### config.mk
export PLATFORM = sky130hd
export DESIGN_NAME = ppmc_port
export DESIGN_NICKNAME = d
export VERILOG_FILES = /design/src/shared/ppmc_pkg.sv /design/src/logic/ppmc_port.sv
export SDC_FILE = /design/constraint.sdc
export NUM_CORES = 1
export LEC_CHECK = 0
export BUFFER_PORTS_ARGS = -buffer_cell sky130_fd_sc_hd__buf_2
export CAP_MARGIN = 25
export CORE_MARGIN = 2
export CORE_UTILIZATION = 52
export CTS_BUF_LIST = sky130_fd_sc_hd__clkbuf_8
export CTS_CLUSTER_DIAMETER = 150
export DETAILED_ROUTE_END_ITERATION = 10
export HOLD_SLACK_MARGIN = 0.02
export PLACE_DENSITY = 0.93
export SYNTH_ARGS = -nofsm -noshare
export SYNTH_HDL_FRONTEND = slang
export SYNTH_SLANG_ARGS = --single-unit
export TNS_END_PERCENT = 100
### constraint.sdc
create_clock -name ref_clk -period 2.6 [get_ports ref_clk]
set_input_delay 0.26 -clock ref_clk [delete_from_list [all_inputs] [get_ports ref_clk]]
set_output_delay 0.26 -clock ref_clk [all_outputs]
set_load 0.01 [all_outputs]
### src/shared/ppmc_pkg.sv
/*
 Package for the port pin mode control block: register map, field layout,
 reset values and carrier structs. Assumes an Avalon-MM slave with 32-bit
 data, word addressing by byte address, and one 16-bit port.
*/
// Behaviour
// - data read returns latch for output bits, pin level for input bits
// - data write updates only the output latch in every mode
// - alternate input is forced low while mode control bit is zero
// - open drain applies in both modes: output direction bits in port mode, peripheral bits in alternate mode
// - single-bit write may copy read-back into untargeted input latches
// - watchdog, clock monitor, low voltage resets keep the debug mode register
// - pull-down on debug reset pin connected until debug enable is cleared
`default_nettype none
package ppmc_pkg;

	// ----------------------------------------
	// geometry
	// ----------------------------------------
	localparam int unsigned PORT_W = 16;
	localparam int unsigned ADDR_W = 8;

	// ----------------------------------------
	// register byte offsets
	// ----------------------------------------
	localparam logic [ADDR_W-1:0] OFS_DATA  = 8'h00;
	localparam logic [ADDR_W-1:0] OFS_DIR   = 8'h04;
	localparam logic [ADDR_W-1:0] OFS_MODE  = 8'h08;
	localparam logic [ADDR_W-1:0] OFS_FSEL  = 8'h0C;
	localparam logic [ADDR_W-1:0] OFS_FSELX = 8'h10;
	localparam logic [ADDR_W-1:0] OFS_ODSEL = 8'h14;
	localparam logic [ADDR_W-1:0] OFS_DBG   = 8'h18;

	// ----------------------------------------
	// reset values and fields
	// ----------------------------------------
	localparam logic [PORT_W-1:0] RST_DATA = 16'h0000;
	localparam logic [PORT_W-1:0] RST_DIR  = 16'hFFFF;
	localparam logic [PORT_W-1:0] RST_ZERO = 16'h0000;
	localparam logic              RST_DBG  = 1'b1;
	localparam int unsigned       DBG_EN_BIT = 0;
	localparam logic [31:0]       RD_NONE  = 32'h0000_0000;

	// pin-side carrier
	typedef struct packed {
		logic [PORT_W-1:0] out;
		logic [PORT_W-1:0] oe;
	} ppmc_pin_drv_t;

	// peripheral-side carrier, one lane per pin
	typedef struct packed {
		logic [PORT_W-1:0] out;
		logic [PORT_W-1:0] oe;
	} ppmc_alt_drv_t;

endpackage
`default_nettype wire

### src/logic/ppmc_port.sv
/*
 Port pin mode control: one 16-pin port with data latch, direction, mode
 control, function selects, open-drain select and the debug mode register.
 Assumes pins synchronous to ref_clk, Avalon-MM master on the register side,
 and a system reset controller that flags which reset source fired.
*/
// Decided for this implementation: the register offsets and the Avalon-MM register port.
`timescale 1ns/1ps
`default_nettype none

module ppmc_port (
	// clock and resets
	input  wire logic                          ref_clk,
	input  wire logic                          rst,
	input  wire logic                          pin_reset,
	// avalon-mm slave
	input  wire logic [ppmc_pkg::ADDR_W-1:0]   avs_address,
	input  wire logic                          avs_read,
	input  wire logic                          avs_write,
	input  wire logic [31:0]                   avs_writedata,
	input  wire logic [3:0]                    avs_byteenable,
	output logic [31:0]                        avs_readdata,
	output logic                               avs_waitrequest,
	// pins
	input  wire logic [ppmc_pkg::PORT_W-1:0]   pin_in,
	output ppmc_pkg::ppmc_pin_drv_t            pin_drv,
	// peripherals
	input  wire ppmc_pkg::ppmc_alt_drv_t       alt_drv,
	output logic [ppmc_pkg::PORT_W-1:0]        alt_in,
	output logic [ppmc_pkg::PORT_W-1:0]        alt_func_select,
	output logic [ppmc_pkg::PORT_W-1:0]        alt_func_select_ext,
	// debug reset pin control
	output logic                               debug_enable_bit,
	output logic                               debug_pulldown_on
);

	// ----------------------------------------
	// registers
	// ----------------------------------------
	logic [ppmc_pkg::PORT_W-1:0] latch_q;
	logic [ppmc_pkg::PORT_W-1:0] dir_q;
	logic [ppmc_pkg::PORT_W-1:0] mode_q;
	logic [ppmc_pkg::PORT_W-1:0] fsel_q;
	logic [ppmc_pkg::PORT_W-1:0] fselx_q;
	logic [ppmc_pkg::PORT_W-1:0] od_q;
	logic                        dbg_q;
	logic                        ack_q;
	logic [31:0]                 rdata_q;
	logic [ppmc_pkg::PORT_W-1:0] rd_port;
	logic                        wr_go;

	// merge bytes of a write into a 16-bit register
	function automatic logic [ppmc_pkg::PORT_W-1:0] merge16(
		input logic [ppmc_pkg::PORT_W-1:0] old,
		input logic [31:0]                 wd,
		input logic [3:0]                  be
	);
		logic [ppmc_pkg::PORT_W-1:0] r;
		r = old;
		if (be[0]) begin
			r[7:0] = wd[7:0];
		end
		if (be[1]) begin
			r[15:8] = wd[15:8];
		end
		return r;
	endfunction

	// ----------------------------------------
	// bus handshake
	// ----------------------------------------
	// one wait state: answer lands at the second edge of a request
	assign avs_waitrequest = (avs_read | avs_write) & ~ack_q;
	assign wr_go = avs_write & ack_q;

	always_ff @(posedge ref_clk) begin
		if (rst) begin
			ack_q <= 1'b0;
		end else begin
			ack_q <= (avs_read | avs_write) & ~ack_q;
		end
	end

	assign rd_port = (latch_q & ~dir_q) | (pin_in & dir_q);

	always_ff @(posedge ref_clk) begin
		if (rst) begin
			rdata_q <= ppmc_pkg::RD_NONE;
		end else if (avs_read & ~ack_q) begin
			if (avs_address == ppmc_pkg::OFS_DATA) begin
				rdata_q <= {16'h0000, rd_port};
			end else if (avs_address == ppmc_pkg::OFS_DIR) begin
				rdata_q <= {16'h0000, dir_q};
			end else if (avs_address == ppmc_pkg::OFS_MODE) begin
				rdata_q <= {16'h0000, mode_q};
			end else if (avs_address == ppmc_pkg::OFS_FSEL) begin
				rdata_q <= {16'h0000, fsel_q};
			end else if (avs_address == ppmc_pkg::OFS_FSELX) begin
				rdata_q <= {16'h0000, fselx_q};
			end else if (avs_address == ppmc_pkg::OFS_ODSEL) begin
				rdata_q <= {16'h0000, od_q};
			end else if (avs_address == ppmc_pkg::OFS_DBG) begin
				rdata_q <= {31'h0000_0000, dbg_q};
			end else begin
				rdata_q <= ppmc_pkg::RD_NONE;
			end
		end
	end
	assign avs_readdata = rdata_q;

	// ----------------------------------------
	// port data latch
	// ----------------------------------------
	// write lands in latch only
	// enabled bytes copied whole, input bits included
	always_ff @(posedge ref_clk) begin
		if (rst) begin
			latch_q <= ppmc_pkg::RST_DATA;
		end else if (wr_go && avs_address == ppmc_pkg::OFS_DATA) begin
			latch_q <= merge16(latch_q, avs_writedata, avs_byteenable);
		end
	end

	// ----------------------------------------
	// control registers
	// ----------------------------------------
	always_ff @(posedge ref_clk) begin
		if (rst) begin
			dir_q   <= ppmc_pkg::RST_DIR;
			mode_q  <= ppmc_pkg::RST_ZERO;
			fsel_q  <= ppmc_pkg::RST_ZERO;
			fselx_q <= ppmc_pkg::RST_ZERO;
			od_q    <= ppmc_pkg::RST_ZERO;
		end else if (wr_go) begin
			if (avs_address == ppmc_pkg::OFS_DIR) begin
				dir_q <= merge16(dir_q, avs_writedata, avs_byteenable);
			end else if (avs_address == ppmc_pkg::OFS_MODE) begin
				mode_q <= merge16(mode_q, avs_writedata, avs_byteenable);
			end else if (avs_address == ppmc_pkg::OFS_FSEL) begin
				fsel_q <= merge16(fsel_q, avs_writedata, avs_byteenable);
			end else if (avs_address == ppmc_pkg::OFS_FSELX) begin
				fselx_q <= merge16(fselx_q, avs_writedata, avs_byteenable);
			end else if (avs_address == ppmc_pkg::OFS_ODSEL) begin
				od_q <= merge16(od_q, avs_writedata, avs_byteenable);
			end
		end
	end

	// ----------------------------------------
	// debug mode register
	// ----------------------------------------
	// only pin reset reinitialises; other resets leave it
	always_ff @(posedge ref_clk) begin
		if (pin_reset) begin
			dbg_q <= ppmc_pkg::RST_DBG;
		end else if (wr_go && avs_address == ppmc_pkg::OFS_DBG && avs_byteenable[0]) begin
			dbg_q <= avs_writedata[ppmc_pkg::DBG_EN_BIT];
		end
	end
	assign debug_enable_bit = dbg_q;
	assign debug_pulldown_on = dbg_q;

	// ----------------------------------------
	// pin drive
	// ----------------------------------------
	// latch drives in port mode, peripheral in alternate mode
	// open drain on output-direction bits in port mode and on peripheral-driven bits in alternate mode
	always_comb begin
		for (int i = 0; i < ppmc_pkg::PORT_W; i++) begin
			if (mode_q[i]) begin
				pin_drv.out[i] = alt_drv.out[i] & ~(od_q[i] & alt_drv.out[i]);
				pin_drv.oe[i]  = alt_drv.oe[i] & ~(od_q[i] & alt_drv.out[i]);
			end else begin
				pin_drv.out[i] = latch_q[i];
				pin_drv.oe[i]  = ~dir_q[i] & ~(od_q[i] & latch_q[i]);
			end
		end
	end

	// alternate input forced low in port mode
	assign alt_in = pin_in & mode_q;
	assign alt_func_select = fsel_q;
	assign alt_func_select_ext = fselx_q;

	// ----------------------------------------
	// checks
	// ----------------------------------------
	a_read_mux_data: assert property (@(posedge ref_clk) disable iff (rst)
		(avs_read && !ack_q && avs_address == ppmc_pkg::OFS_DATA) |=>
		avs_readdata[15:0] == (($past(latch_q) & ~$past(dir_q)) | ($past(pin_in) & $past(dir_q))))
		else $error("data read mismatch");

	a_write_latch_only: assert property (@(posedge ref_clk) disable iff (rst)
		(wr_go && avs_address == ppmc_pkg::OFS_DATA && avs_byteenable[1:0] == 2'h3) |=>
		latch_q == $past(avs_writedata[15:0]) && $stable(dir_q) && $stable(mode_q))
		else $error("data write touched more than latch");

	a_alt_in_low: assert property (@(posedge ref_clk) disable iff (rst)
		(alt_in & ~mode_q) == 16'h0000)
		else $error("alternate input not gated");

	a_od_input_off: assert property (@(posedge ref_clk) disable iff (rst)
		(!mode_q[0] && dir_q[0]) |-> !pin_drv.oe[0])
		else $error("input pin driven");

	a_od_output_low: assert property (@(posedge ref_clk) disable iff (rst)
		(!mode_q[0] && !dir_q[0] && od_q[0] && latch_q[0]) |-> !pin_drv.oe[0])
		else $error("open drain drove high");

	a_port_drive: assert property (@(posedge ref_clk) disable iff (rst)
		(!mode_q[1] && !dir_q[1] && !od_q[1]) |-> pin_drv.oe[1] && pin_drv.out[1] == latch_q[1])
		else $error("port output not from latch");

	a_dbg_hold: assert property (@(posedge ref_clk) disable iff (pin_reset)
		(rst && !(avs_write && avs_address == ppmc_pkg::OFS_DBG)) |=> $stable(dbg_q))
		else $error("debug register lost on reset");

	a_dbg_pinrst: assert property (@(posedge ref_clk)
		pin_reset |=> debug_pulldown_on && debug_enable_bit)
		else $error("pull-down not set after pin reset");

	a_bus_answer: assert property (@(posedge ref_clk) disable iff (rst)
		(avs_write && !ack_q) |=> !avs_waitrequest)
		else $error("write not answered in one wait");

	c_alt_mode: cover property (@(posedge ref_clk) disable iff (rst) mode_q == 16'hFFFF);
	c_dbg_clear: cover property (@(posedge ref_clk) disable iff (rst) $fell(dbg_q));
	c_mixed_read: cover property (@(posedge ref_clk) disable iff (rst)
		avs_read && dir_q != 16'h0000 && dir_q != 16'hFFFF);

endmodule

`default_nettype wire

==> impl_metrics.sql <==
INSERT INTO impl_metrics (metric_group, metric, value, unit) VALUES
('logic_synthesis', 'synth_area_leader_cell', 'dfxtp_1', ''),
('logic_synthesis', 'largest_family_of_logic_cells_by_synthesized_area', 'simple AND/OR/NAND/NOR gates', ''),
('floorplan', 'die_area', '12300', 'um^2'),
('global_route', 'grt-ovfl-total', '0', ''),
('logic_synthesis', 'share_of_synthesized_registers_carrying_an_async_set_or_reset', '0', '%'),
('setup_path', 'crit_start', 'ack_q', ''),
('floorplan', 'floorplan.initialDensity', '53.9', '%'),
('clock_tree', 'tritoncts', 'done', ''),
('run_status', 'status', 'finished clean', ''),
('routing', 'number_of_optimization_iterations_in_the_first_detailed_route_pass', '6', ''),
('floorplan', 'floorplan.rows', '38', ''),
('logic_synthesis', 'synth_xor_area_share', '0', '%'),
('logic_synthesis', 'synth_enable_flop_cells', '0', ''),
('clock_tree', 'clk-insertion-delay-late', '0.42', 'ns'),
('setup_path', 'critPathRequiredTime', '2.90', 'ns'),
('logic_synthesis', 'yosys_warnings', '0', ''),
('placement', 'port-buffer-count', '177', ''),
('routing', 'dr_total_vias', '6159', ''),
('cells_and_area', 'num_antenna_cells', '0', ''),
('logic_synthesis', 'synthTopCellsByArea', 'dfxtp_1, mux2i_1, nor2_1', ''),
('setup_path', 'cp_data_arrival_time', '2.17', 'ns'),
('clock_tree', 'ctsResizeCount', '0', ''),
('power_and_ir_drop', 'power_leakage', '3.89', 'nW'),
('min_path', 'hold_path_startpoint', 'avs_writedata[15]', ''),
('logic_synthesis', 'post_synth_num_cell_types', '51', ''),
('cells_and_area', 'final_nets', '990', ''),
('floorplan', 'die_y', '111', 'um'),
('global_route', 'maximum_number_of_pins_on_one_net_before_global_route_repair', '37', ''),
('logic_synthesis', 'yosys.area_share.adder', '0', '%'),
('sta', 'max_clock_freq', '534', 'MHz'),
('routing', 'drt_wl_total', '18.6', 'mm'),
('sta', 'final_setup_vio_count', '0', ''),
('clock_tree', 'tritoncts_num_sinks', '114', ''),
('clock_tree', 'buffer_levels_on_the_longest_clock_path', '2', ''),
('min_path', 'worstHoldPathType', 'in2reg', ''),
('routing', 'antenna_left', '0', ''),
('setup_path', 'worst_setup_ep_type', 'flop', ''),
('clock_tree', 'cts-buffers-inserted', '17', ''),
('sta', 'post-route-period-util', '72.0', '%'),
('clock_tree', 'clk_transition_reported_paths', '0.07', 'ns'),
('cells_and_area', 'drive_gt1_share', '28.5', '%'),
('logic_synthesis', 'synthesis.instances', '708', ''),
('cells_and_area', 'area_growth_syn_to_layout', '25.5', '%'),
('global_route', 'via_count_of_the_first_global_routing_pass', '5796', ''),
('setup_path', 'setup.worst_path.start_class', 'flop', ''),
('sta', 'final_report_hold_violation_count', '0', ''),
('logic_synthesis', 'synth_area_per_cell', '8.36', 'um^2'),
('floorplan', 'floorplan.io_pins', '212', ''),
('sta', 'final_max_slew_viols', '0', ''),
('setup_path', 'rr_startpoint', 'ack_q', ''),
('floorplan', 'fp.dieW', '111', 'um'),
('placement', 'place_congestion', '0.888', ''),
('routing', 'count_of_routing_violations_after_the_opening_detailed_route_iteration', '489', ''),
('sta', 'grt_setup_unrepaired', 'no', ''),
('logic_synthesis', 'mappedNetlistArea', '5920', 'um^2'),
('logic_synthesis', 'synth-seq-area-share', '38.5', '%'),
('logic_synthesis', 'post_synth_and_or_nand_nor_area_fraction', '23.2', '%'),
('setup_path', 'path_class', 'reg2reg', ''),
('logic_synthesis', 'synth_mux_area_share', '18.2', '%'),
('logic_synthesis', 'yosys_register_bits', '114', ''),
('sta', 'fin_worst_skew', '0.0113', 'ns'),
('logic_synthesis', 'synth.top_cell.area_share', '38.5', '%'),
('setup_path', 'crit_path_max_fo', '8', ''),
('floorplan', 'floorplan.core_area', '11000', 'um^2'),
('clock_tree', 'h-tree-depth', '4', ''),
('global_route', 'track_usage', '29.4', '%'),
('cells_and_area', 'layout.cell_area.non_filler', '7430', 'um^2'),
('power_and_ir_drop', 'power.ir.vdd_worst', '0.263', 'mV'),
('sta', 'period_minus_slack', '1.87', 'ns'),
('power_and_ir_drop', 'power_density', '522', 'nW/um^2'),
('sta', 'finalSetupTns', '0', 'ns');
==> critical path, stage by stage, from the launching register on <==
cell,delay [ns]
dfxtp_1,0.39
and3_1,0.37
nand3_1,0.57
mux2i_1,0.36
nor2_1,0.06
==> worst paths after layout <==
check | endpoint | slack [ns] | cells past startpoint
setup / recovery | alt_func_select[3] | 0.73 | 4
hold reg to reg | avs_readdata[4] | 0.47 | 2
setup reg to reg | alt_func_select[3] | 0.73 | 4
hold / removal | dir_q[15] | 0.14 | 3
==> cells by family after synthesis <==
group / Yosys count
AOI/OAI and AO/OA: 133
other: 1
and+or+nand+nor: 291
muxes: 106
buffers and inverters: 63
DFF: 114
==> power by group <==
part	switching (mW)	internal, mW	leakage [nW]	total (mW)
clock	0.752	1.10	0.223	1.85
combinational	0.179	0.101	2.75	0.279
sequential	0.00294	1.75	0.919	1.75
==> what timing repair did <==
action	4_1_cts	5_1_grt
hold endpoints to repair	1	0
setup buffers	0	0
hold buffers	1	0
==> synthesized netlist by cell type (7+ instances only) <==
| cell type | n |
|---|---|
| and3_1 | 7 |
| a2bb2oi_1 | 7 |
| a21oi_1 | 27 |
| nand2_1 | 82 |
| nand3_1 | 26 |
| nor2_1 | 102 |
| a222oi_1 | 7 |
| and2_1 | 16 |
| buf_4 | 17 |
| mux2_2 | 11 |
| mux2i_1 | 95 |
| clkbuf_1 | 28 |
| o21ai_0 | 44 |
| dfxtp_1 | 114 |
| inv_1 | 9 |
| nand2b_1 | 25 |
==> through the flow <==
stage	instances	setup slack, ns	hold slack [ns]	utilization [%]	total power, mW
2_1_floorplan	723	0.717	0.361	-	1.94
3_3_place_gp	1013	0.516	0.431	63.5	2.05
3_5_place_dp	1013	0.465	0.451	63.5	2.06
4_1_cts	1046	0.802	0.127	67.6	3.87
5_1_grt	1046	0.613	0.142	67.6	3.98
6_report	1046	0.728	0.137	67.6	3.88
==> cell usage in the layout (no fill, tap or decap), types with 4 or more instances in the layout <==
cell / netlist / final
a211oi_1: 5 / 5
a21oi_1: 27 / 27
a221o_1: 4 / 4
a222oi_1: 7 / 7
a2bb2oi_1: 7 / 7
a31o_2: 5 / 5
a31oi_1: 5 / 5
a32o_1: 4 / 4
and2_1: 16 / 16
and3_1: 7 / 7
buf_2: 5 / 177
buf_4: 17 / 27
bufinv_16: 0 / 4
clkbuf_8: 0 / 19
conb_1: 1 / 16
dfxtp_1: 114 / 114
inv_1: 9 / 10
mux2_2: 11 / 11
mux2i_1: 95 / 95
nand2_1: 82 / 82
nand2b_1: 25 / 25
nand3_1: 26 / 26
nand3b_1: 6 / 6
nor2_1: 102 / 102
nor3_1: 5 / 5
nor4_1: 6 / 5
o21ai_0: 44 / 44
o31ai_1: 6 / 6
==> final cells by class <==
class	count	area (um^2)	area share, %
multi-input cells	546	3390	45.7
well taps	140	175	2.36
inverters	9	33.8	0.455
repair buffers	205	1100	14.8
clock buffers	19	262	3.52
clock inverters	13	184	2.48
flip-flops and latches	114	2280	30.7
==> per-layer routing <==
layer	wire, um	part of all wire, %	vias up	global-route usage [%]
met5	0	0	-	0
met4	503	2.7	0	11.8
met3	2010	11	54	6.18
met2	8720	47	393	47.6
met1	7390	40	2864	38.3
li1	-	-	2848	-
==> state kept, by name (all words and copies together), names as in the netlist <==
signal and flops:
dir_q 16, ack_q 1, alt_func_select_ext 16, latch_q 16
mode_q 16, alt_func_select 16, avs_readdata 16, od_q 16
debug_enable_bit 1
(Power assumes the default switching activity.)
